**src/rtl/sld_pkg.sv**
```systemverilog
/*
 * Shared constants and types for the serial LCD segment driver logic.
 * Assumes a single 20 MHz clock domain and a word-wide AHB-Lite bus.
 */
package sld_pkg;

   // Shift chain and display geometry.
   localparam int SLD_STAGES = 320;
   localparam int SLD_SEGS = 160;
   localparam int SLD_STATIC_LAST = 159;
   localparam int SLD_DYN_LAST = 319;

   // Common signal dividers, counted in timebase rising edges.
   localparam int SLD_STATIC_DIV = 128;
   localparam int SLD_DYN_DIV = 64;
   localparam logic [5:0] SLD_STATIC_HALF = 6'(SLD_STATIC_DIV / 2 - 1);
   localparam logic [5:0] SLD_DYN_HALF = 6'(SLD_DYN_DIV / 2 - 1);

   // Stand-in for the RC oscillator, derived from the system clock.
   localparam int SLD_CLK_HZ = 20000000;
   localparam int SLD_RC_HZ = 12800;
   localparam logic [9:0] SLD_RC_HALF_CYC =
      10'(SLD_CLK_HZ / (2 * SLD_RC_HZ) - 1);

   // Register map, byte addresses.
   localparam logic [7:0] SLD_CTRL_OFS = 8'h00;
   localparam logic [7:0] SLD_STAT_OFS = 8'h04;

   // Control field positions and reset value.
   localparam int SLD_CTRL_MASTER = 0;
   localparam int SLD_CTRL_DUTY = 1;
   localparam int SLD_CTRL_RCOSC = 2;
   localparam logic [2:0] SLD_CTRL_RST = 3'h5;

   // Status field positions.
   localparam int SLD_STAT_COM = 0;
   localparam int SLD_STAT_SELB = 1;
   localparam int SLD_STAT_SDO = 2;
   localparam int SLD_STAT_LOAD = 3;

   localparam logic [1:0] SLD_HTRANS_NONSEQ = 2'h2;

   // Drive level of a backplane output for the analog stage.
   typedef enum logic [1:0] {
      SLD_LVL_LOW,
      SLD_LVL_HIGH,
      SLD_LVL_MID
   } sld_level_t;

   typedef struct packed {
      logic rc_osc;
      logic half_duty;
      logic master;
   } sld_ctrl_t;

endpackage : sld_pkg

```
**src/rtl/sld_top.sv**
```systemverilog
/*
 * Serial LCD segment driver core: shift chain, transparent data latches,
 * common signal generator, backplane and segment phase logic, cascade
 * buffers and a small AHB-Lite register slave for the mode selects.
 * Assumes every display pin is asynchronous to ref_clk and slow enough
 * to be sampled (shift clock well below the 10 MHz Nyquist limit).
 */
// Design decisions made here: the address map and the AHB-Lite interface to the registers.
// Overview of operation
// - Data bit enters stage one and chain shifts on each shift clock rise.
// - Serial data out updates on each falling shift clock edge.
// - Serial data out carries stage 160 in static, 320 in half duty.
// - Display bit high means segment on, low means segment off.
// - Latches follow the chain while load is high and hold when it falls.
// - Master mode generates common timing, slave takes the timebase input.
// - Duty select high picks half duty, low picks static display.
// - Master picks RC or external timebase; slave ignores that select.
// - Master static common reference is timebase divided by 128.
// - Master half duty common reference is timebase divided by 64.
// - Slave uses the timebase input as common and repeats it out.
// - Half duty phase pin is driven by master, read by slave.
// - Static mode holds the phase pin low and never reads it.
// - Shift clock, load, all-on and all-off are repeated for cascading.
// - All-on high forces every segment on, overriding data and all-off.
// - All-off high with all-on low forces every segment off.
// - Static segments use bank A; on drives inverse of common reference.
// - Static mode drives both backplanes in phase with common reference.
// - Half duty backplanes alternate each common cycle; idle one sits mid.
// - Half duty segment uses bank of the selected backplane, inverse if on.
`timescale 1ns/1ps

module sld_top
   import sld_pkg::*;
(
   // Clock and reset.
   input wire logic ref_clk,
   input wire logic rstn,
   // Serial display interface from host or upstream driver.
   input wire logic serial_data_in,
   input wire logic shift_clock_in,
   input wire logic latch_load_in,
   input wire logic all_on_in,
   input wire logic all_off_in,
   // Timebase and phase alignment pins.
   input wire logic timebase_input,
   input wire logic phase_align_in,
   output logic phase_align_out,
   output logic phase_align_oe_n,
   // Cascade outputs.
   output logic serial_data_out,
   output logic shift_clock_out,
   output logic latch_load_out,
   output logic all_on_out,
   output logic all_off_out,
   output logic common_ref_out,
   // Display drive.
   output sld_level_t backplane_a,
   output sld_level_t backplane_b,
   output logic [SLD_SEGS-1:0] segment_outputs,
   // AHB-Lite register slave.
   input wire logic hsel,
   input wire logic [31:0] haddr,
   input wire logic [1:0] htrans,
   input wire logic hwrite,
   input wire logic [2:0] hsize,
   input wire logic hready,
   input wire logic [31:0] hwdata,
   output logic [31:0] hrdata,
   output logic hreadyout,
   output logic hresp
);

   typedef struct packed {
      logic [1:0] sdat_s;
      logic [1:0] sclk_s;
      logic [1:0] load_s;
      logic [1:0] on_s;
      logic [1:0] off_s;
      logic [1:0] tb_s;
      logic [1:0] pa_s;
      logic sclk_d;
      logic tb_d;
      logic [SLD_STAGES-1:0] chain;
      logic [SLD_STAGES-1:0] latch;
      logic sdo;
      logic [9:0] rc_cnt;
      logic rc_clk;
      logic rc_d;
      logic [5:0] div_cnt;
      logic com;
      logic com_d;
      logic sel_b;
      sld_ctrl_t ctrl;
      logic wr_pend;
      logic [31:0] rdata;
      logic ready;
      logic resp;
      logic pa_o;
      logic pa_oe_n;
      logic sclk_o;
      logic load_o;
      logic on_o;
      logic off_o;
      logic com_o;
      sld_level_t bpa;
      sld_level_t bpb;
      logic [SLD_SEGS-1:0] seg;
   } sld_state_t;

   sld_state_t st_r;
   sld_state_t st_nxt;

   function automatic logic rise(input logic cur, input logic prev);
      rise = cur & ~prev;
   endfunction : rise

   function automatic sld_level_t lvl(input logic b);
      lvl = b ? SLD_LVL_HIGH : SLD_LVL_LOW;
   endfunction : lvl

   function automatic logic [1:0] sync2(input logic [1:0] s, input logic d);
      sync2 = {s[0], d};
   endfunction : sync2

   function automatic logic in_window(input logic [31:0] a);
      in_window = (a[31:8] == 24'h0);
   endfunction : in_window

   function automatic logic shown(input logic data, input logic on,
                                  input logic off);
      if (on)
      begin
         shown = 1'b1;
      end
      else if (off)
      begin
         shown = 1'b0;
      end
      else
      begin
         shown = data;
      end
   endfunction : shown

   function automatic logic [31:0] read_word(input logic [7:0] ofs,
                                             input sld_state_t s);
      read_word = 32'h0;
      if (ofs == SLD_CTRL_OFS)
      begin
         read_word[SLD_CTRL_MASTER] = s.ctrl.master;
         read_word[SLD_CTRL_DUTY] = s.ctrl.half_duty;
         read_word[SLD_CTRL_RCOSC] = s.ctrl.rc_osc;
      end
      else if (ofs == SLD_STAT_OFS)
      begin
         read_word[SLD_STAT_COM] = s.com;
         read_word[SLD_STAT_SELB] = s.sel_b;
         read_word[SLD_STAT_SDO] = s.sdo;
         read_word[SLD_STAT_LOAD] = s.load_s[1];
      end
   endfunction : read_word

   always_comb
   begin
      logic bus_take;
      logic sclk_rise;
      logic sclk_fall;
      logic tick;
      logic [5:0] half;
      logic bit_on;
      bus_take = 1'b0;
      sclk_rise = 1'b0;
      sclk_fall = 1'b0;
      tick = 1'b0;
      half = SLD_STATIC_HALF;
      bit_on = 1'b0;
      st_nxt = st_r;

      // Two-stage synchronisers; only the second stage feeds logic.
      st_nxt.sdat_s = sync2(st_r.sdat_s, serial_data_in);
      st_nxt.sclk_s = sync2(st_r.sclk_s, shift_clock_in);
      st_nxt.load_s = sync2(st_r.load_s, latch_load_in);
      st_nxt.on_s = sync2(st_r.on_s, all_on_in);
      st_nxt.off_s = sync2(st_r.off_s, all_off_in);
      st_nxt.tb_s = sync2(st_r.tb_s, timebase_input);
      st_nxt.pa_s = sync2(st_r.pa_s, phase_align_in);
      st_nxt.sclk_d = st_r.sclk_s[1];
      st_nxt.tb_d = st_r.tb_s[1];

      sclk_rise = rise(st_r.sclk_s[1], st_r.sclk_d);
      sclk_fall = rise(st_r.sclk_d, st_r.sclk_s[1]);

      // Data and clock share the same synchroniser depth, so the data
      // seen at the detected edge is the level the host set up.
      if (sclk_rise)
      begin
         st_nxt.chain = {st_r.chain[SLD_STAGES-2:0], st_r.sdat_s[1]};
      end
      if (sclk_fall)
      begin
         st_nxt.sdo = st_r.ctrl.half_duty ? st_r.chain[SLD_DYN_LAST]
                                          : st_r.chain[SLD_STATIC_LAST];
      end

      // Transparent latch: follows the chain while load is high.
      // It takes the next chain value, so a shift and a load agree.
      if (st_r.load_s[1])
      begin
         st_nxt.latch = st_nxt.chain;
      end

      // Free-running stand-in for the RC oscillator. Its rate is fixed at
      // 12804 Hz, near the nominal 12800 Hz, so the common period never drifts as an RC would.
      if (st_r.rc_cnt == SLD_RC_HALF_CYC)
      begin
         st_nxt.rc_cnt = 10'h0;
         st_nxt.rc_clk = ~st_r.rc_clk;
      end
      else
      begin
         st_nxt.rc_cnt = st_r.rc_cnt + 10'h1;
      end
      st_nxt.rc_d = st_r.rc_clk;

      // Common signal generation.
      if (st_r.ctrl.master)
      begin
         tick = st_r.ctrl.rc_osc ? rise(st_r.rc_clk, st_r.rc_d)
                                 : rise(st_r.tb_s[1], st_r.tb_d);
         half = st_r.ctrl.half_duty ? SLD_DYN_HALF : SLD_STATIC_HALF;
         // Greater-or-equal wraps at once when a switch to half duty
         // finds the count already past the shorter limit.
         if (tick)
         begin
            if (st_r.div_cnt >= half)
            begin
               st_nxt.div_cnt = 6'h0;
               st_nxt.com = ~st_r.com;
            end
            else
            begin
               st_nxt.div_cnt = st_r.div_cnt + 6'h1;
            end
         end
      end
      else
      begin
         st_nxt.div_cnt = 6'h0;
         st_nxt.com = st_r.tb_s[1];
      end
      st_nxt.com_d = st_nxt.com;

      // Backplane selection and phase alignment pin.
      if (!st_r.ctrl.half_duty)
      begin
         st_nxt.sel_b = 1'b0;
         st_nxt.pa_o = 1'b0;
         st_nxt.pa_oe_n = 1'b0;
      end
      else if (st_r.ctrl.master)
      begin
         // The selected bank toggles at each common rise and the phase pin shows it.
         if (rise(st_nxt.com, st_r.com_d))
         begin
            st_nxt.sel_b = ~st_r.sel_b;
         end
         st_nxt.pa_o = st_nxt.sel_b;
         st_nxt.pa_oe_n = 1'b0;
      end
      else
      begin
         // A slave follows the synced phase pin, so its backplanes trail
         // the master's by the synchroniser delay.
         st_nxt.sel_b = st_r.pa_s[1];
         st_nxt.pa_o = 1'b0;
         st_nxt.pa_oe_n = 1'b1;
      end

      // Backplane drive levels for the analog stage.
      if (!st_r.ctrl.half_duty)
      begin
         st_nxt.bpa = lvl(st_nxt.com);
         st_nxt.bpb = lvl(st_nxt.com);
      end
      else
      begin
         st_nxt.bpa = st_nxt.sel_b ? SLD_LVL_MID : lvl(st_nxt.com);
         st_nxt.bpb = st_nxt.sel_b ? lvl(st_nxt.com) : SLD_LVL_MID;
      end

      // Segment phase: on drives against the selected common.
      // The overrides read only the second synchroniser stage.
      for (int n = 0; n < SLD_SEGS; n++)
      begin
         if (st_r.ctrl.half_duty && st_nxt.sel_b)
         begin
            bit_on = st_nxt.latch[SLD_SEGS + n];
         end
         else
         begin
            bit_on = st_nxt.latch[n];
         end
         bit_on = shown(bit_on, st_r.on_s[1], st_r.off_s[1]);
         st_nxt.seg[n] = bit_on ^ st_nxt.com;
      end

      // Cascade repeaters, delayed by the synchroniser and one output register.
      st_nxt.sclk_o = st_r.sclk_s[1];
      st_nxt.load_o = st_r.load_s[1];
      st_nxt.on_o = st_r.on_s[1];
      st_nxt.off_o = st_r.off_s[1];
      st_nxt.com_o = st_nxt.com;

      // AHB-Lite slave: zero wait states, always OKAY. Size is not
      // decoded, so a narrow transfer acts as a whole-word one.
      bus_take = hsel && hready && (htrans == SLD_HTRANS_NONSEQ);
      if (st_r.wr_pend)
      begin
         st_nxt.ctrl.master = hwdata[SLD_CTRL_MASTER];
         st_nxt.ctrl.half_duty = hwdata[SLD_CTRL_DUTY];
         st_nxt.ctrl.rc_osc = hwdata[SLD_CTRL_RCOSC];
      end
      st_nxt.wr_pend = bus_take && hwrite && (haddr[7:0] == SLD_CTRL_OFS)
                       && in_window(haddr);
      if (bus_take && !hwrite && in_window(haddr))
      begin
         st_nxt.rdata = read_word(haddr[7:0], st_r);
      end
      else
      begin
         st_nxt.rdata = 32'h0;
      end
      st_nxt.ready = 1'b1;
      st_nxt.resp = 1'b0;
   end

   // Every field but ctrl and ready is cleared. The display pins carry no reset, but clearing
   // the chain and latches keeps the segment outputs defined from the
   // first cycle; the selects come up as a static master on the RC clock.
   always_ff @(posedge ref_clk)
   begin
      if (!rstn)
      begin
         st_r <= '0;
         st_r.ctrl <= SLD_CTRL_RST;
         st_r.ready <= 1'b1;
         st_r.bpa <= SLD_LVL_LOW;
         st_r.bpb <= SLD_LVL_LOW;
      end
      else
      begin
         st_r <= st_nxt;
      end
   end

   assign serial_data_out = st_r.sdo;
   assign shift_clock_out = st_r.sclk_o;
   assign latch_load_out = st_r.load_o;
   assign all_on_out = st_r.on_o;
   assign all_off_out = st_r.off_o;
   assign common_ref_out = st_r.com_o;
   assign phase_align_out = st_r.pa_o;
   assign phase_align_oe_n = st_r.pa_oe_n;
   assign backplane_a = st_r.bpa;
   assign backplane_b = st_r.bpb;
   assign segment_outputs = st_r.seg;
   assign hrdata = st_r.rdata;
   assign hreadyout = st_r.ready;
   assign hresp = st_r.resp;

endmodule : sld_top

```
**config.mk**
```make
export PLATFORM = sky130hd
export DESIGN_NAME = sld_top
export DESIGN_NICKNAME = d
export VERILOG_FILES = /design/src/rtl/sld_pkg.sv /design/src/rtl/sld_top.sv
export SDC_FILE = /design/constraint.sdc
export NUM_CORES = 2
export LEC_CHECK = 0
export BUFFER_PORTS_ARGS = -buffer_cell sky130_fd_sc_hd__buf_4
export CORE_MARGIN = 3
export CORE_UTILIZATION = 65
export DETAILED_ROUTE_END_ITERATION = 10
export PLACE_DENSITY_LB_ADDON = 0.15
export SLEW_MARGIN = 20
export SYNTH_ARGS = -nofsm -noshare
export SYNTH_HDL_FRONTEND = slang
export SYNTH_SLANG_ARGS = --single-unit
```
**constraint.sdc**
```tcl
create_clock -name ref_clk -period 6.2 [get_ports ref_clk]
set_clock_uncertainty 0.15 [all_clocks]
set_input_delay 1.24 -clock ref_clk [delete_from_list [all_inputs] [get_ports ref_clk]]
set_output_delay 1.24 -clock ref_clk [all_outputs]
set_load 0.005 [all_outputs]
```
Yosys cells after proc, flatten, opt, wreduce, memory -nomap -nowiden
Index checks and enable logic that the tools add are counted.
- flip-flop bits (word level): 884
- bits in latches: 0
- RAM bits: 0
- ROM bits: 0
- input port bits: 81
- output and inout port bits: 206
- word-level logic and storage cells: 732
- memories: 0
- add/subtract/negate cells: 2
- multiply operators: 0
- divide/modulo/power cells: 0
- order comparisons: 1
- equal/unequal tests: 3
- shift operators: 0
- muxes and demuxes: 499
- bitwise gates (word level): 175
- reduce and logical (&&, ||, !) cells: 17
- operators by type and width (kind ; count):
    2-to-1 mux 320 bit ; 2
    2-to-1 mux 1 bit ; 489
    bitwise XOR 1 bit ; 160
    zero test 24 bit ; 1
    2-to-1 mux 6 bit ; 2
    adder 10 x 1 -> 10 bit (second input constant) ; 1
    equality test 10 bit (second input constant) ; 1
    NOT 1 bit ; 10
    equality test 8 x 3 -> 1 bit (second input constant) ; 1
    logical AND 1 bit ; 8
    zero test 8 bit ; 1
    adder 6 x 1 -> 6 bit (second input constant) ; 1
    greater-or-equal comparator 6 bit ; 1
    2-to-1 mux 2 bit ; 3
    2-to-1 mux 3 bit ; 2
    AND reduction 2 bit ; 3
    AND 1 bit ; 5
    2-to-1 mux 4 bit ; 1
    OR reduction 4 bit ; 1
    AND reduction 3 bit ; 1
    equality test 2 bit (second input constant) ; 1
    OR reduction 2 bit ; 1
    zero test 1 bit ; 1

Longest topological paths before layout
- depth after elaboration: 14
- depth in mapped cells: 10

Worst setup path after synthesis
OpenSTA, ideal clock, no wires.
- kind: flip-flop to flip-flop
- start: register st_r[217] (netlist name)
- end: register st_r (netlist bit segment_outputs[157])
- setup time: 0.072 ns
- arrival time: 2.409 ns
- path slack: 3.569 ns
- cell stages (with the launch flop): 11
- path buffers: 3
- period minus slack after synthesis: 2.631 ns
- cell sequence: dfxtp_1 ha_1 and3_1 a31oi_1 or4_4 a311o_1 buf_2 buf_6 buf_6 o221ai_2 mux2i_1
- word-level cells in the longest chain between the ends: 13
- ends and longest elaborated chain (what ; RTL line ; RTL):
    start, declared ; sld_top.sv:110 ; sld_state_t st_r;
    start signal, assigned ; sld_top.sv:352 ; st_r <= st_nxt;
    greater-or-equal comparator 6 bit (*) ; sld_top.sv:235 ; if (st_r.div_cnt >= half)
    2-to-1 mux 1 bit (*) ; sld_top.sv:235 ;
    2-to-1 mux 1 bit (*) ; sld_top.sv:233 ; if (tick)
    2-to-1 mux 1 bit (*) ; sld_top.sv:226 ; if (st_r.ctrl.master)
    AND 1 bit ; sld_top.sv:114 ; rise = cur & ~prev;
    2-to-1 mux 1 bit ; sld_top.sv:263 ; if (rise(st_nxt.com, st_r.com_d))
    2-to-1 mux 1 bit ; sld_top.sv:260 ; else if (st_r.ctrl.master)
    2-to-1 mux 1 bit ; sld_top.sv:254 ; if (!st_r.ctrl.half_duty)
    logical AND 1 bit ; sld_top.sv:295 ; if (st_r.ctrl.half_duty && st_nxt.sel_b)
    2-to-1 mux 1 bit ; sld_top.sv:295 ;
    2-to-1 mux 1 bit ; sld_top.sv:135 ; else if (off)
    2-to-1 mux 1 bit ; sld_top.sv:131 ; if (on)
    bitwise XOR 1 bit (*) ; sld_top.sv:304 ; st_nxt.seg[n] = bit_on ^ st_nxt.com;
Every way passes the cells marked *; elsewhere a longest branch is shown, timed or not.
A chain may end at the register's enable or synchronous reset.

Worst setup path after layout
- start: register st_r[207] (netlist name)
- end: register st_r (netlist bit segment_outputs[39])
- word-level cells in the longest chain between the ends: 14
- ends and longest elaborated chain (what ; RTL line ; RTL):
    2-to-1 mux 6 bit ; sld_top.sv:230 ; half = st_r.ctrl.half_duty ? SLD_DYN_HALF : SLD_STATIC_HALF;
    greater-or-equal comparator 6 bit ; sld_top.sv:235 ;
    2-to-1 mux 1 bit ; sld_top.sv:235 ;
    2-to-1 mux 1 bit ; sld_top.sv:233 ;
    2-to-1 mux 1 bit ; sld_top.sv:226 ;
    AND 1 bit ; sld_top.sv:114 ;
    2-to-1 mux 1 bit ; sld_top.sv:263 ;
    2-to-1 mux 1 bit ; sld_top.sv:260 ;
    2-to-1 mux 1 bit ; sld_top.sv:254 ;
    logical AND 1 bit ; sld_top.sv:295 ;
    2-to-1 mux 1 bit ; sld_top.sv:295 ;
    2-to-1 mux 1 bit ; sld_top.sv:135 ;
    2-to-1 mux 1 bit ; sld_top.sv:131 ;
    bitwise XOR 1 bit (*) ; sld_top.sv:304 ;
Marks and branches as above.

==> summary.md <==
| Metric | Value |
|---|---|
| Synthesized area per cell | 9.620 um^2 |
| Post-synthesis cell area | ~0.036 mm^2 |
| Min-Delay Path Class | reg2reg |
| Slew Limit Headroom | ~23% |
| Data required, critical path | 6.50 ns |
| Complex-gate fraction of the synthesized area | 13.23% |
| Yosys cell types | 39 |
| Clk Latency, worst-skew pair | just over 0.6 ns |
| Max cap viols | 0 |
| Leakage | ~15 nW |
| Status | completed |
| TritonCTS buffer count | 84 |
| DRC viols | 0 |
| Adder-cell share of the synthesized area | 0.1391% |
| Final std cells w/o fill | around 4400 |
| Routability Congestion | 0.7616 |
| Bufs and invs on worst path | 1 |
| Core Footprint | 0.05435 mm^2 |
| Worst Setup End Kind | register |
| Synth Flop Type | dfxtp_1 |
| DPL Wire Length | 42.52 mm |
| Area post-placement | roughly 0.036 mm^2 |
| Fin area | 0.03914 mm^2 |
| IO Pins | around 290 |
| Hold Vio Cnt, Final | 0 |
| Post-synth EDFFs | 0 |
| Slew Viols, Final | 0 |
| Critical path cell sequence | ha_1 -> and3_1 -> a31oi_1 -> o31ai_1 -> a311o_2 -> buf_4 -> o221ai_1 -> mux2i_1 |
| Max Clk Rate | between 200 and 300 MHz |
| Count leader, synth | dfxtp_1 |
| Sequential Area | between 0.015 and 0.02 mm^2 |
| Die Span X | 241.3 um |
| Worst-Margin Slew | 1.156 ns |
| Slowest CP cell | buf_4 |
| Vias in the first global route | 24340 |
| Via/cell ratio | about 5.7 |
| TritonCTS Sinks | 854 |
| Ant diodes | 0 |
| Layout net count | 3692 |
| DR iter-0 viols | about 1700 |
| Die Ht | ~240 um |
| Hold Slack | 0.2847 ns |
| Global-route wire length before repair | 120.1 mm |
| TritonCTS clock tree | yes |
| Area of the multi-input gates | approximately 0.016 mm^2 |
| Final setup fails | 0 |
| Max Buffers Root-to-Sink | 3 |
| Min cycle time layout | 3.992 ns |
| Setup Buffers After CTS | 0 |
| Layout area overhead | 8.768% |
| CP top delay family | compound AO/OA/AOI/OAI gates |
| Synth Register Bits | about 850 |
| Root buffer selected by CTS | clkbuf_16 |
| Layout cell share with drive strength beyond 1 | between 10% and 20% |
| Die area | 0.05822 mm^2 |
| Worst path arrival time | 4.29 ns |
| XOR/XNOR Fraction of Synth Area | 0.3407% |
| Overall Power | 11.97 mW |
| Power Dens Cells | 305.8 mW/mm^2 |
| Pre-antenna DRT Iters | 7 |
| CTS resizes | 0 |
| Antenna viol nets, final | 0 |
| WL per Instance | 16.97 um |
| WL final | 74.86 mm |
| Syn. warnings | 0 |
| Commonest cells in the synthesized netlist | dfxtp_1, nor2b_1, mux2i_1, nand2_1, clkbuf_1 |
| Seq/Total Area, Yosys | a little under half |
| Fill cells | 4028 |
| Port Buffer Count | 224 |
| Critical path class | reg2reg |
| Number of cells in the design after placement | about 4300 |
| Top cell type's share of synthesized area | ~48% |
| Std-Cell Rows | 85 |
| Worst Path Max Fanout | 72 |
| Pre-CTS setup slack | around 2.1 ns |
| Worst vdd ir | 0.2140 mV |
| Clock-pin slew on the worst setup and hold paths | 0.06 ns |
| Setup Total Neg Slack | 0 ns |
| Total vias in the final route | 25020 |
| Yosys top cell by area | dfxtp_1 |
| Fin worst setup slack | approximately 2.2 ns |
| CP Launch Type | register |
| Mapped Cells | approximately 3700 |
| Starting density of the core | 66.22% |
| Largest family of logic cells by synthesized area | simple AND/OR/NAND/NOR gates |
| Final core occ | between 70 and 80% |
| Mux contribution to synthesized area | 13.52% |
| Pin count of the biggest net entering global routing | 325 |
| RSZ-0062 raised after global routing | no |
| Asr flop ratio synth | 0% |
| Global route total overflow | 0 |
| Synth Area in Simple Gates | 17.63% |
| GRT Total Usage | 24.79% |
| Worst path max stage delay | a little over 0.9 ns |
| H-tree depth | 3 |
| CTS Hold Bufs | 0 |
| Final period util | 64.39% |
| Initial antenna violation count | 0 |
| Ranking of synthesized cells by area | dfxtp_1, mux2i_1, nor2b_1 |
## kinds of logic after synthesis
logic type      Yosys count
mux                     486
other cells               2
fa+ha+maj                 4
xor+xnor                 14
buf+inv                 505
simple gates           1183
compound gates          693
flops                   854
## worst paths after layout
kind	startpoint	to	slack, ns	cells after the start
max	st_r[207]	segment_outputs[39]	2.21	8
min	st_nxt[884]	st_nxt[168]	0.28	1
min reg2reg	st_nxt[884]	st_nxt[168]	0.28	1
max reg2reg	st_r[207]	segment_outputs[39]	2.21	8
## area by class of cell
class / instances / share of cell area (%)
timing repair buffer: 251 / 5.127
inverter: 6 / 0.05754
multi-input combinational: 2410 / 41.67
sequential: 854 / 43.70
clock inverter: 21 / 0.6457
clock buffer: 131 / 6.438
tap: 739 / 2.362
## routing by layer
layer  vias up  wire, um  GRT usage, %
li1      12320         -             -
met1     12080     33880         33.46
met2       532     36180         41.24
met3        87      3397         3.643
met4         0      1410         8.112
met5         -         0             0
## layout by cell type, fill, tap and decap left out, types with 63 or more instances in the layout
cell,count
nand2_1,299
a21oi_1,199
buf_4,242
and3_1,65
a31oi_1,65
nor2b_1,486
mux2i_1,486
a21o_1,98
nor2_1,120
clkbuf_16,85
o221ai_1,107
dfxtp_1,852
o21ai_0,161
or2_2,63
and2_1,120
## state kept, by name, summed over array words and instances (netlist names)
signal and flops:
st_r 665, segment_outputs 160, st_nxt 13, hrdata 4, backplane_a 2, backplane_b 2, all_off_out 1, all_on_out 1
common_ref_out 1, latch_load_out 1, phase_align_oe_n 1, phase_align_out 1, serial_data_out 1, shift_clock_out 1
## power by group
group,switching (mW),leakage (nW),internal (mW),total [mW]
registers,0.0804,6.96,5.69,5.77
logic,0.579,6.72,0.549,1.13
clock network,2.07,1.37,3.00,5.07
(Power assumes the default switching activity.)
